--- src/rtl/eda_map.vh ---
// register offsets, field positions, reset values and action codes of the external event block
`ifndef EDA_MAP_VH
`define EDA_MAP_VH

// ----------------------------------------
// register offsets (byte addresses)
// ----------------------------------------
`define EDA_ADDR_W          16
`define EDA_OFF_CONFIG      16'hfd08
`define EDA_OFF_IRQ_STATUS  16'hfd40
`define EDA_OFF_IRQ_MASK    16'hfd44
`define EDA_OFF_STATE       16'hfd48

// ----------------------------------------
// external_event_config fields
// ----------------------------------------
`define EDA_CFG_RESET       8'h00
`define EDA_CFG_W           8
`define EDA_CNT_HI          7
`define EDA_CNT_LO          6
`define EDA_SUSPEND_OUT_VALUE_BIT        5
`define EDA_BOD_BIT         4
`define EDA_BBM_BIT         3
`define EDA_EVENT_ACTION_CODE_HI         2
`define EDA_EVENT_ACTION_CODE_LO         0

// ----------------------------------------
// event_action_code values
// ----------------------------------------
`define EDA_ACT_DISABLED    3'h0
`define EDA_ACT_PULSE       3'h1
`define EDA_ACT_HALT        3'h2
`define EDA_ACT_TRAP        3'h3
`define EDA_ACT_BKPT0       3'h4

// ----------------------------------------
// perf_counter_action values
// ----------------------------------------
`define EDA_CNT_KEEP        2'h0
`define EDA_CNT_START       2'h1
`define EDA_CNT_STOP        2'h2
`define EDA_CNT_TOGGLE      2'h3

// ----------------------------------------
// event source code of the external event
// ----------------------------------------
`define EDA_EVENT_SOURCE_CODE_EXT      5'h00

// ----------------------------------------
// implemented breakpoint interrupts, one bit each
// ----------------------------------------
`define EDA_BKPT_IMPL       4'h3

// ----------------------------------------
// interrupt status bits
// ----------------------------------------
`define EDA_IRQ_W           5
`define EDA_IRQ_EVENT       0
`define EDA_IRQ_HALT        1
`define EDA_IRQ_TRAP        2
`define EDA_IRQ_BKPT        3
`define EDA_IRQ_DROP        4

`endif

--- src/rtl/eda_event_action.v ---
// external debug event action logic with configuration register and interrupt status
// Summary of operation
// [RULE1] on event, count field starts, stops or toggles task-mode performance counters
// [RULE2] on event, suspend-out takes the configured suspend value
// [RULE3] break-out disable set means the break-out pin never pulses
// [RULE4] order bit: 0 pulses after the action, 1 pulses before it
// [RULE5] action field picks the action; code zero ignores the event completely
// [RULE6] codes one to three: pulse only, halt plus pulse, trap plus pulse
// [RULE7] codes four to seven raise breakpoint interrupts 0..3 when implemented
// [RULE8] with break-out disabled the same actions occur with no pulse
// [RULE9] configuration resets to zero; bits 31 to 8 read as zero
// [RULE10] the event reports source code zero to the debug status register
// [RULE11] the break-out pulse is one cycle long, once per event
`timescale 1ns/1ps
`include "eda_map.vh"

module eda_event_action (
    // clock and reset
    input  wire                   core_clk,
    input  wire                   rst_b,
    // register port
    input  wire [`EDA_ADDR_W-1:0] regAddr,
    input  wire [31:0]            regWrData,
    input  wire                   regWrStb,
    input  wire                   regRdStb,
    output reg  [31:0]            regRdData_ff,
    // external debug event pin
    input  wire                   extEventPin,
    // actions toward the core
    output reg                    haltReq_ff,
    output reg                    trapReq_ff,
    output reg  [3:0]             bkptIrq_ff,
    // break-out pin
    output reg                    breakoutPin_ff,
    // suspend-out and performance counters
    output reg                    suspendOut_ff,
    output reg                    prevSuspend_ff,
    output reg                    perfCountRun_ff,
    // debug status register update
    output reg                    statusUpdate_ff,
    output reg  [4:0]             eventSourceCode_ff,
    // interrupt
    output wire                   irqOut
);

    // ----------------------------------------
    // helpers
    // ----------------------------------------
    function addrHit;
        input [`EDA_ADDR_W-1:0] a;
        input [`EDA_ADDR_W-1:0] off;
        begin
            addrHit = (a == off);
        end
    endfunction

    // one-hot breakpoint interrupt for a code, zero if not implemented
    function [3:0] bkptDecode;
        input [2:0] code;
        reg   [3:0] sel;
        begin
            sel = 4'h0;
            case (code)
                3'h4:    sel = 4'h1;
                3'h5:    sel = 4'h2;
                3'h6:    sel = 4'h4;
                3'h7:    sel = 4'h8;
                default: sel = 4'h0;
            endcase
            bkptDecode = sel & `EDA_BKPT_IMPL;
        end
    endfunction

    // kinds of action of a code: [2] breakpoint interrupt, [1] trap, [0] halt
    function [2:0] actKind;
        input [2:0] code;
        reg   [2:0] kinds;
        begin
            kinds    = 3'h0;
            kinds[0] = (code == `EDA_ACT_HALT);
            kinds[1] = (code == `EDA_ACT_TRAP);
            kinds[2] = (bkptDecode(code) != 4'h0);
            actKind  = kinds;
        end
    endfunction

    // ----------------------------------------
    // registers
    // ----------------------------------------
    reg [`EDA_CFG_W-1:0] config_ff;
    reg [`EDA_IRQ_W-1:0] irqStatus_ff;
    reg [`EDA_IRQ_W-1:0] irqMask_ff;

    wire wrConfig = regWrStb && addrHit(regAddr, `EDA_OFF_CONFIG);
    wire wrStatus = regWrStb && addrHit(regAddr, `EDA_OFF_IRQ_STATUS);
    wire wrMask   = regWrStb && addrHit(regAddr, `EDA_OFF_IRQ_MASK);

    wire [1:0] cfgCnt  = config_ff[`EDA_CNT_HI:`EDA_CNT_LO];
    wire       cfgSusp = config_ff[`EDA_SUSPEND_OUT_VALUE_BIT];
    wire       cfgBod  = config_ff[`EDA_BOD_BIT];
    wire       cfgBbm  = config_ff[`EDA_BBM_BIT];
    wire [2:0] cfgEvta = config_ff[`EDA_EVENT_ACTION_CODE_HI:`EDA_EVENT_ACTION_CODE_LO];

    // ----------------------------------------
    // configuration register
    // ----------------------------------------
    reg [`EDA_CFG_W-1:0] nxt_config;

    // only the low byte is kept; reserved bits of a write are dropped
    always @* begin
        nxt_config = config_ff;
        if (wrConfig) begin
            nxt_config = regWrData[`EDA_CFG_W-1:0]; // [RULE9]
        end
    end

    always @(posedge core_clk) begin
        if (!rst_b) begin
            config_ff <= `EDA_CFG_RESET; // [RULE9]
        end else begin
            config_ff <= nxt_config;
        end
    end

    // ----------------------------------------
    // event pin synchroniser
    // ----------------------------------------
    reg sync1_ff;
    reg sync2_ff;
    reg sync3_ff;
    reg evtLevel_ff;

    // stages two and three agree: the pin has settled at that level
    wire syncAgree = (sync2_ff == sync3_ff);

    always @(posedge core_clk) begin
        if (!rst_b) begin
            sync1_ff    <= 1'b0;
            sync2_ff    <= 1'b0;
            sync3_ff    <= 1'b0;
            evtLevel_ff <= 1'b0;
        end else begin
            sync1_ff <= extEventPin;
            sync2_ff <= sync1_ff;
            sync3_ff <= sync2_ff;
            if (syncAgree) begin
                evtLevel_ff <= sync3_ff;
            end
        end
    end

    wire evtRise = syncAgree && sync3_ff && !evtLevel_ff;

    // ----------------------------------------
    // event acceptance
    // ----------------------------------------
    wire seqBusy;
    wire eventEnabled = (cfgEvta != `EDA_ACT_DISABLED); // [RULE5]
    wire eventTaken   = evtRise && eventEnabled && !seqBusy;
    wire eventDropped = evtRise && eventEnabled && seqBusy;

    wire wantPulse  = !cfgBod; // [RULE3]
    wire [2:0] cfgKind    = actKind(cfgEvta);
    wire       wantAction = |cfgKind; // [RULE6]

    // action code is held for the duration of the sequence
    reg [2:0] actCode_ff;

    reg [2:0] nxt_actCode;

    always @* begin
        nxt_actCode = actCode_ff;
        if (eventTaken) begin
            nxt_actCode = cfgEvta;
        end
    end

    always @(posedge core_clk) begin
        if (!rst_b) begin
            actCode_ff <= `EDA_ACT_DISABLED;
        end else begin
            actCode_ff <= nxt_actCode;
        end
    end

    // ----------------------------------------
    // ordering of action and break-out pulse
    // ----------------------------------------
    wire fireAction;
    wire firePulse;

    eda_breakout_seq u_seq (
        .core_clk        (core_clk),
        .rst_b           (rst_b),
        .start           (eventTaken),
        .wantAction      (wantAction),
        .wantPulse       (wantPulse),
        .breakBeforeMake (cfgBbm),
        .fireAction_ff   (fireAction),
        .firePulse_ff    (firePulse),
        .busy            (seqBusy)
    );

    // ----------------------------------------
    // decoded action of the running sequence
    // ----------------------------------------
    wire [2:0] runKind  = actKind(actCode_ff);
    wire       fireHalt = fireAction && runKind[0];
    wire       fireTrap = fireAction && runKind[1];
    wire       fireBkpt = fireAction && runKind[2];
    wire [3:0] fireIrq  = fireAction ? bkptDecode(actCode_ff) : 4'h0;

    // ----------------------------------------
    // action outputs
    // ----------------------------------------
    always @(posedge core_clk) begin
        if (!rst_b) begin
            haltReq_ff     <= 1'b0;
            trapReq_ff     <= 1'b0;
            bkptIrq_ff     <= 4'h0;
            breakoutPin_ff <= 1'b0;
        end else begin
            haltReq_ff     <= fireHalt; // [RULE6]
            trapReq_ff     <= fireTrap; // [RULE6]
            bkptIrq_ff     <= fireIrq; // [RULE7]
            // a disabled break-out never reaches the sequencer as a pulse
            breakoutPin_ff <= firePulse; // [RULE8]
        end
    end

    // ----------------------------------------
    // suspend-out, counters and status report
    // ----------------------------------------
    reg nxt_perfCountRun;

    always @* begin
        nxt_perfCountRun = perfCountRun_ff;
        if (eventTaken) begin
            case (cfgCnt)
                `EDA_CNT_START:  nxt_perfCountRun = 1'b1; // [RULE1]
                `EDA_CNT_STOP:   nxt_perfCountRun = 1'b0; // [RULE1]
                `EDA_CNT_TOGGLE: nxt_perfCountRun = ~perfCountRun_ff; // [RULE1]
                default:         nxt_perfCountRun = perfCountRun_ff;
            endcase
        end
    end

    always @(posedge core_clk) begin
        if (!rst_b) begin
            perfCountRun_ff    <= 1'b0;
            suspendOut_ff      <= 1'b0;
            prevSuspend_ff     <= 1'b0;
            statusUpdate_ff    <= 1'b0;
            eventSourceCode_ff <= 5'h00;
        end else begin
            perfCountRun_ff <= nxt_perfCountRun;
            statusUpdate_ff <= eventTaken;
            if (eventTaken) begin
                prevSuspend_ff     <= suspendOut_ff;
                suspendOut_ff      <= cfgSusp; // [RULE2]
                eventSourceCode_ff <= `EDA_EVENT_SOURCE_CODE_EXT; // [RULE10]
            end
        end
    end

    // ----------------------------------------
    // interrupt status and mask
    // ----------------------------------------
    wire [`EDA_IRQ_W-1:0] irqEvents;

    assign irqEvents[`EDA_IRQ_EVENT] = eventTaken;
    assign irqEvents[`EDA_IRQ_HALT]  = fireHalt;
    assign irqEvents[`EDA_IRQ_TRAP]  = fireTrap;
    assign irqEvents[`EDA_IRQ_BKPT]  = fireBkpt;
    assign irqEvents[`EDA_IRQ_DROP]  = eventDropped;

    reg [`EDA_IRQ_W-1:0] nxt_irqStatus;
    reg [`EDA_IRQ_W-1:0] nxt_irqMask;

    // a new event wins over a write-one clear in the same cycle
    always @* begin
        nxt_irqStatus = irqStatus_ff | irqEvents;
        if (wrStatus) begin
            nxt_irqStatus = (irqStatus_ff & ~regWrData[`EDA_IRQ_W-1:0]) | irqEvents;
        end
        nxt_irqMask = irqMask_ff;
        if (wrMask) begin
            nxt_irqMask = regWrData[`EDA_IRQ_W-1:0];
        end
    end

    always @(posedge core_clk) begin
        if (!rst_b) begin
            irqStatus_ff <= {`EDA_IRQ_W{1'b0}};
            irqMask_ff   <= {`EDA_IRQ_W{1'b0}};
        end else begin
            irqStatus_ff <= nxt_irqStatus;
            irqMask_ff   <= nxt_irqMask;
        end
    end

    assign irqOut = |(irqStatus_ff & irqMask_ff);

    // ----------------------------------------
    // read path
    // ----------------------------------------
    // readable image of each register, reserved bits zero
    wire [31:0] cfgWord   = {24'h000000, config_ff}; // [RULE9]
    wire [31:0] statWord  = {27'h0000000, irqStatus_ff};
    wire [31:0] maskWord  = {27'h0000000, irqMask_ff};
    wire [31:0] stateWord = {19'h00000, eventSourceCode_ff, 4'h0,
                             seqBusy, prevSuspend_ff, suspendOut_ff, perfCountRun_ff};
    reg  [31:0] nxt_regRdData;

    always @* begin
        nxt_regRdData = 32'h0000_0000;
        if (regRdStb) begin
            case (regAddr)
                `EDA_OFF_CONFIG: begin
                    nxt_regRdData = cfgWord; // [RULE9]
                end
                `EDA_OFF_IRQ_STATUS: begin
                    nxt_regRdData = statWord;
                end
                `EDA_OFF_IRQ_MASK: begin
                    nxt_regRdData = maskWord;
                end
                `EDA_OFF_STATE: begin
                    nxt_regRdData = stateWord;
                end
                default: begin
                    nxt_regRdData = 32'h0000_0000;
                end
            endcase
        end
    end

    always @(posedge core_clk) begin
        if (!rst_b) begin
            regRdData_ff <= 32'h0000_0000;
        end else begin
            regRdData_ff <= nxt_regRdData;
        end
    end

endmodule // eda_event_action

--- src/rtl/eda_breakout_seq.v ---
// two-phase sequencer ordering the break-out pulse against the debug action
`timescale 1ns/1ps

module eda_breakout_seq (
    // clock and reset
    input  wire core_clk,
    input  wire rst_b,
    // request
    input  wire start,
    input  wire wantAction,
    input  wire wantPulse,
    input  wire breakBeforeMake,
    // phase outputs
    output reg  fireAction_ff,
    output reg  firePulse_ff,
    output wire busy
);

    // ----------------------------------------
    // state
    // ----------------------------------------
    localparam ST_IDLE   = 1'b0;
    localparam ST_SECOND = 1'b1;

    reg state_ff;
    reg pendAction_ff;
    reg pendPulse_ff;

    assign busy = (state_ff != ST_IDLE);

    always @(posedge core_clk) begin
        if (!rst_b) begin
            state_ff      <= ST_IDLE;
            fireAction_ff <= 1'b0;
            firePulse_ff  <= 1'b0;
            pendAction_ff <= 1'b0;
            pendPulse_ff  <= 1'b0;
        end else begin
            fireAction_ff <= 1'b0;
            firePulse_ff  <= 1'b0;
            case (state_ff)
                ST_IDLE: begin
                    if (start && wantAction && wantPulse) begin
                        // one of the two now, the other one cycle later
                        firePulse_ff  <= breakBeforeMake; // [RULE4]
                        fireAction_ff <= ~breakBeforeMake; // [RULE4]
                        pendPulse_ff  <= ~breakBeforeMake;
                        pendAction_ff <= breakBeforeMake;
                        state_ff      <= ST_SECOND;
                    end else if (start) begin
                        fireAction_ff <= wantAction;
                        firePulse_ff  <= wantPulse; // [RULE11]
                    end
                end
                ST_SECOND: begin
                    fireAction_ff <= pendAction_ff;
                    firePulse_ff  <= pendPulse_ff; // [RULE11]
                    pendAction_ff <= 1'b0;
                    pendPulse_ff  <= 1'b0;
                    state_ff      <= ST_IDLE;
                end
                default: begin
                    state_ff <= ST_IDLE;
                end
            endcase
        end
    end

endmodule // eda_breakout_seq

--- config.mk ---
export PLATFORM = sky130hd
export DESIGN_NAME = eda_event_action
export DESIGN_NICKNAME = d
export VERILOG_FILES = /design/src/rtl/eda_event_action.v /design/src/rtl/eda_breakout_seq.v
export VERILOG_INCLUDE_DIRS = /design/src /design/src/rtl
export SDC_FILE = /design/constraint.sdc
export NUM_CORES = 1
export LEC_CHECK = 0
export BUFFER_PORTS_ARGS = -buffer_cell sky130_fd_sc_hd__buf_2
export CORE_ASPECT_RATIO = 0.7
export CORE_MARGIN = 2
export CORE_UTILIZATION = 40
export DETAILED_ROUTE_END_ITERATION = 16
export MAX_ROUTING_LAYER = met4
export PLACE_DENSITY_LB_ADDON = 0.15
export SYNTH_ARGS = -nofsm -noshare
export SYNTH_HDL_FRONTEND = slang
export SYNTH_SLANG_ARGS = --single-unit
--- constraint.sdc ---
create_clock -name core_clk -period 2.4 [get_ports core_clk]
set_input_delay 0.36 -clock core_clk [delete_from_list [all_inputs] [get_ports core_clk]]
set_output_delay 0.36 -clock core_clk [all_outputs]
set_load 0.005 [all_outputs]
==> run_results.csv <==
group,metric,value,unit
outcome,status,"finished clean",
sta,fmax,606,MHz
die,die_area,6080,sq um
worst_setup_path,critPathLaunchType,"flip-flop",
global_routing,grt_pass1_wl,6670,um
synthesis,ys_seq_elements,47,
clock_tree,cts_hold_buf,0,
worst_setup_path,criticalPathCategory,"flip-flop to output port",
finish,utilization,47.0,%
sta,hold_violations,0,
detailed_routing,drc_errors,0,
clock_tree,insertion_delay,0.29,ns
global_routing,grt_max_degree,50,
pwr,combPwrFrac,5.3,%
synthesis,yosysTopAreaCell,"dfxtp_1",
clock_tree,cts.repair.resized,0,
clock_tree,cts_setup_buffers,0,
clock_tree,path_clk_slew,0.08,ns
clock_tree,htree_levels,2,
die,std_cell_rows,22,
sta,slew_violations,0,
worst_setup_path,cp.required,2.04,ns
die,placeableCoreArea,5260,sq um
synthesis,synth_top_cell_area_share,43.1,%
sta,slew_headroom,65.5,%
pwr,ir_worst_vdd,237,uV
min_path,hold_path.class,"input port to flip-flop",
detailed_routing,first_iter_violations,52,
finish,final_common_cell,"dfxtp_1",
detailed_routing,vias_per_cell,4.62,
detailed_routing,dr.pass1.iters,5,
detailed_routing,drt-total-wl,4250,um
synthesis,netlist_area,2180,sq um
global_routing,antenna_found_initial,0,
job,maxCapViolCount,0,
pwr,power.switching,294,uW
sta,rsz0062_at_grt,"false",
detailed_routing,vias,1590,
global_routing,grt.overflow.total,0,
synthesis,yosysWarnings,0,
pwr,swShare,20.9,%
worst_setup_path,end_kind,"output port",
sta,min_period,1.65,ns
place,dpl.hpwl,3170,um
die,die_w,92.3,um
pwr,power.internal,1.12,mW
global_routing,grt.total_usage,14.7,%
pwr,p_leak,1.09,nW
synthesis,synth.avg_cell_area,9.62,sq um
sta,fin_crit_sh,68.8,%
finish,area_delta_synth_final,13.1,%
sta,clock-skew-final,0.00683,ns
place,io_buffers,46,
clock_tree,numClockSinks,47,
pwr,p_seq_share,55.5,%
global_routing,grt_pass1_vias,1385,
die,io_pins,102,
finish,nNetsFinal,326,
finish,final_cell_mix,"dfxtp_1, buf_2, conb_1",
synthesis,netlist_top_cells_area,"dfxtp_1, mux2i_1, buf_4, nand2_1, and2_1",
place,place_congestion,0.736,
worst_setup_path,cp_data_arrival_time,1.29,ns
clock_tree,cts_buffers,5,
detailed_routing,wl_per_cell,12.4,um
synthesis,synth_ff_type,"dfxtp_1",
pwr,power_density,571,nW/um^2
die,dieHeight,65.8,um
sta,max_slew.worst_pin.slew,0.514,ns
finish,drive_above_1_share,23.9,%
synthesis,synthDistinctLibCells,46,
sta,setup_tns,0,ns
synthesis,async_reset_ff_share,0,%
synthesis,seq_area_frac_synth,43.1,%
sta,setup_viol,0,
synthesis,synth_edf_count,0,
clock_tree,tritoncts,"yes",
worst_setup_path,cp_max_fo,3,
synthesis,netlist_instances,227,
detailed_routing,ant_nets,0,
clock_tree,cts_root_buf,"clkbuf_8",
pwr,p_clk_share,39.2,%
finish,n_antenna_cell,0,
clock_tree,clock_path_buffers,2,
die,start_util,41.6,%
## layout make-up
| type | count | area (sq um) |
|---|---|---|
| Timing Repair Buffer | 50 | 260 |
| Sequential cell | 47 | 941 |
| Fill cell | 529 | 2790 |
| Inverter | 5 | 18.8 |
| Clock inverter | 1 | 30.0 |
| Multi-Input combinational cell | 163 | 1060 |
| Clock buffer | 6 | 72.6 |
| Tap cell | 72 | 90.1 |
## worst max-delay path, cell delays in order, from the launching register on
cell and delay [ns]:
dfxtp_1 0.33, a222oi_1 0.44, nand2_1 0.09, buf_2 0.14
## sequential cells by signal (all words and copies together) (netlist names), 2 cells and up
name / cells
actCode_ff: 3
bkptIrq_ff: 2
config_ff: 8
irqMask_ff: 5
irqStatus_ff: 5
regRdData_ff: 8
## cell families after synthesis
family / share of synthesized area, %
AND/OR/NAND/NOR: 21.1
flip-flops: 43.1
buffers and inverters: 13.9
multiplexers: 11.9
AO/OA/AOI/OAI: 8.82
adder cells (fa/ha/maj): 0.573
other: 0.172
XOR/XNOR: 0.401
## power groups by stage
stage          Combinational [mW]  Sequential (mW)  Clock [mW]
5_1_grt                    0.0861            0.783       0.595
4_1_cts                    0.0749            0.782       0.566
3_3_place_gp               0.0755            0.801           0
2_1_floorplan              0.0784            0.800           0
3_5_place_dp               0.0746            0.801           0
6_report                   0.0753            0.782       0.553
## cell usage after synthesis, drive strengths merged, types with 2 or more instances
cell	n
mux2i	26
a31o	2
nor2	8
nand2	28
and4	3
nand2b	2
nor2b	7
clkbuf	5
nand3b	2
o21a	2
buf	37
o2bb2ai	4
nor3	2
nor3b	3
nand3	3
a22oi	5
a31oi	2
and3	2
inv	5
and2	12
dfxtp	47
nor4	2
## routing by layer
layer  wire length [um]  global-route usage, %  vias to the layer above  share of wire [%]
met5                  0                      -                        -                  0
met4                 22                   4.48                        0               0.52
met3                243                   3.88                        2                5.7
met2               1790                   20.5                       38                 42
met1               2190                   20.7                      745                 52
li1                   -                      -                      805                  -
## stage by stage
stage	cells	hold slack (ns)	total power [mW]	instance area, sq um	setup slack [ns]
2_1_floorplan	257	0.412	0.879	2300	0.892
3_3_place_gp	337	0.415	0.876	2370	0.652
3_5_place_dp	337	0.421	0.875	2370	0.657
4_1_cts	344	0.259	1.42	2470	0.729
5_1_grt	344	0.275	1.46	2470	0.645
6_report	344	0.268	1.41	2470	0.749
## path summary, 6_finish.rpt
kind | slack, ns | cells past startpoint | from | endpoint
worst min-delay path | 0.27 | 2 | extEventPin | sync1_ff
worst min register to register | 0.44 | 1 | sync1_ff | sync2_ff
worst max-delay path | 0.75 | 3 | irqStatus_ff[0] | irqOut
worst max register to register | 0.81 | 4 | config_ff[1] | u_seq.pendPulse_ff
(Power assumes the default switching activity.)
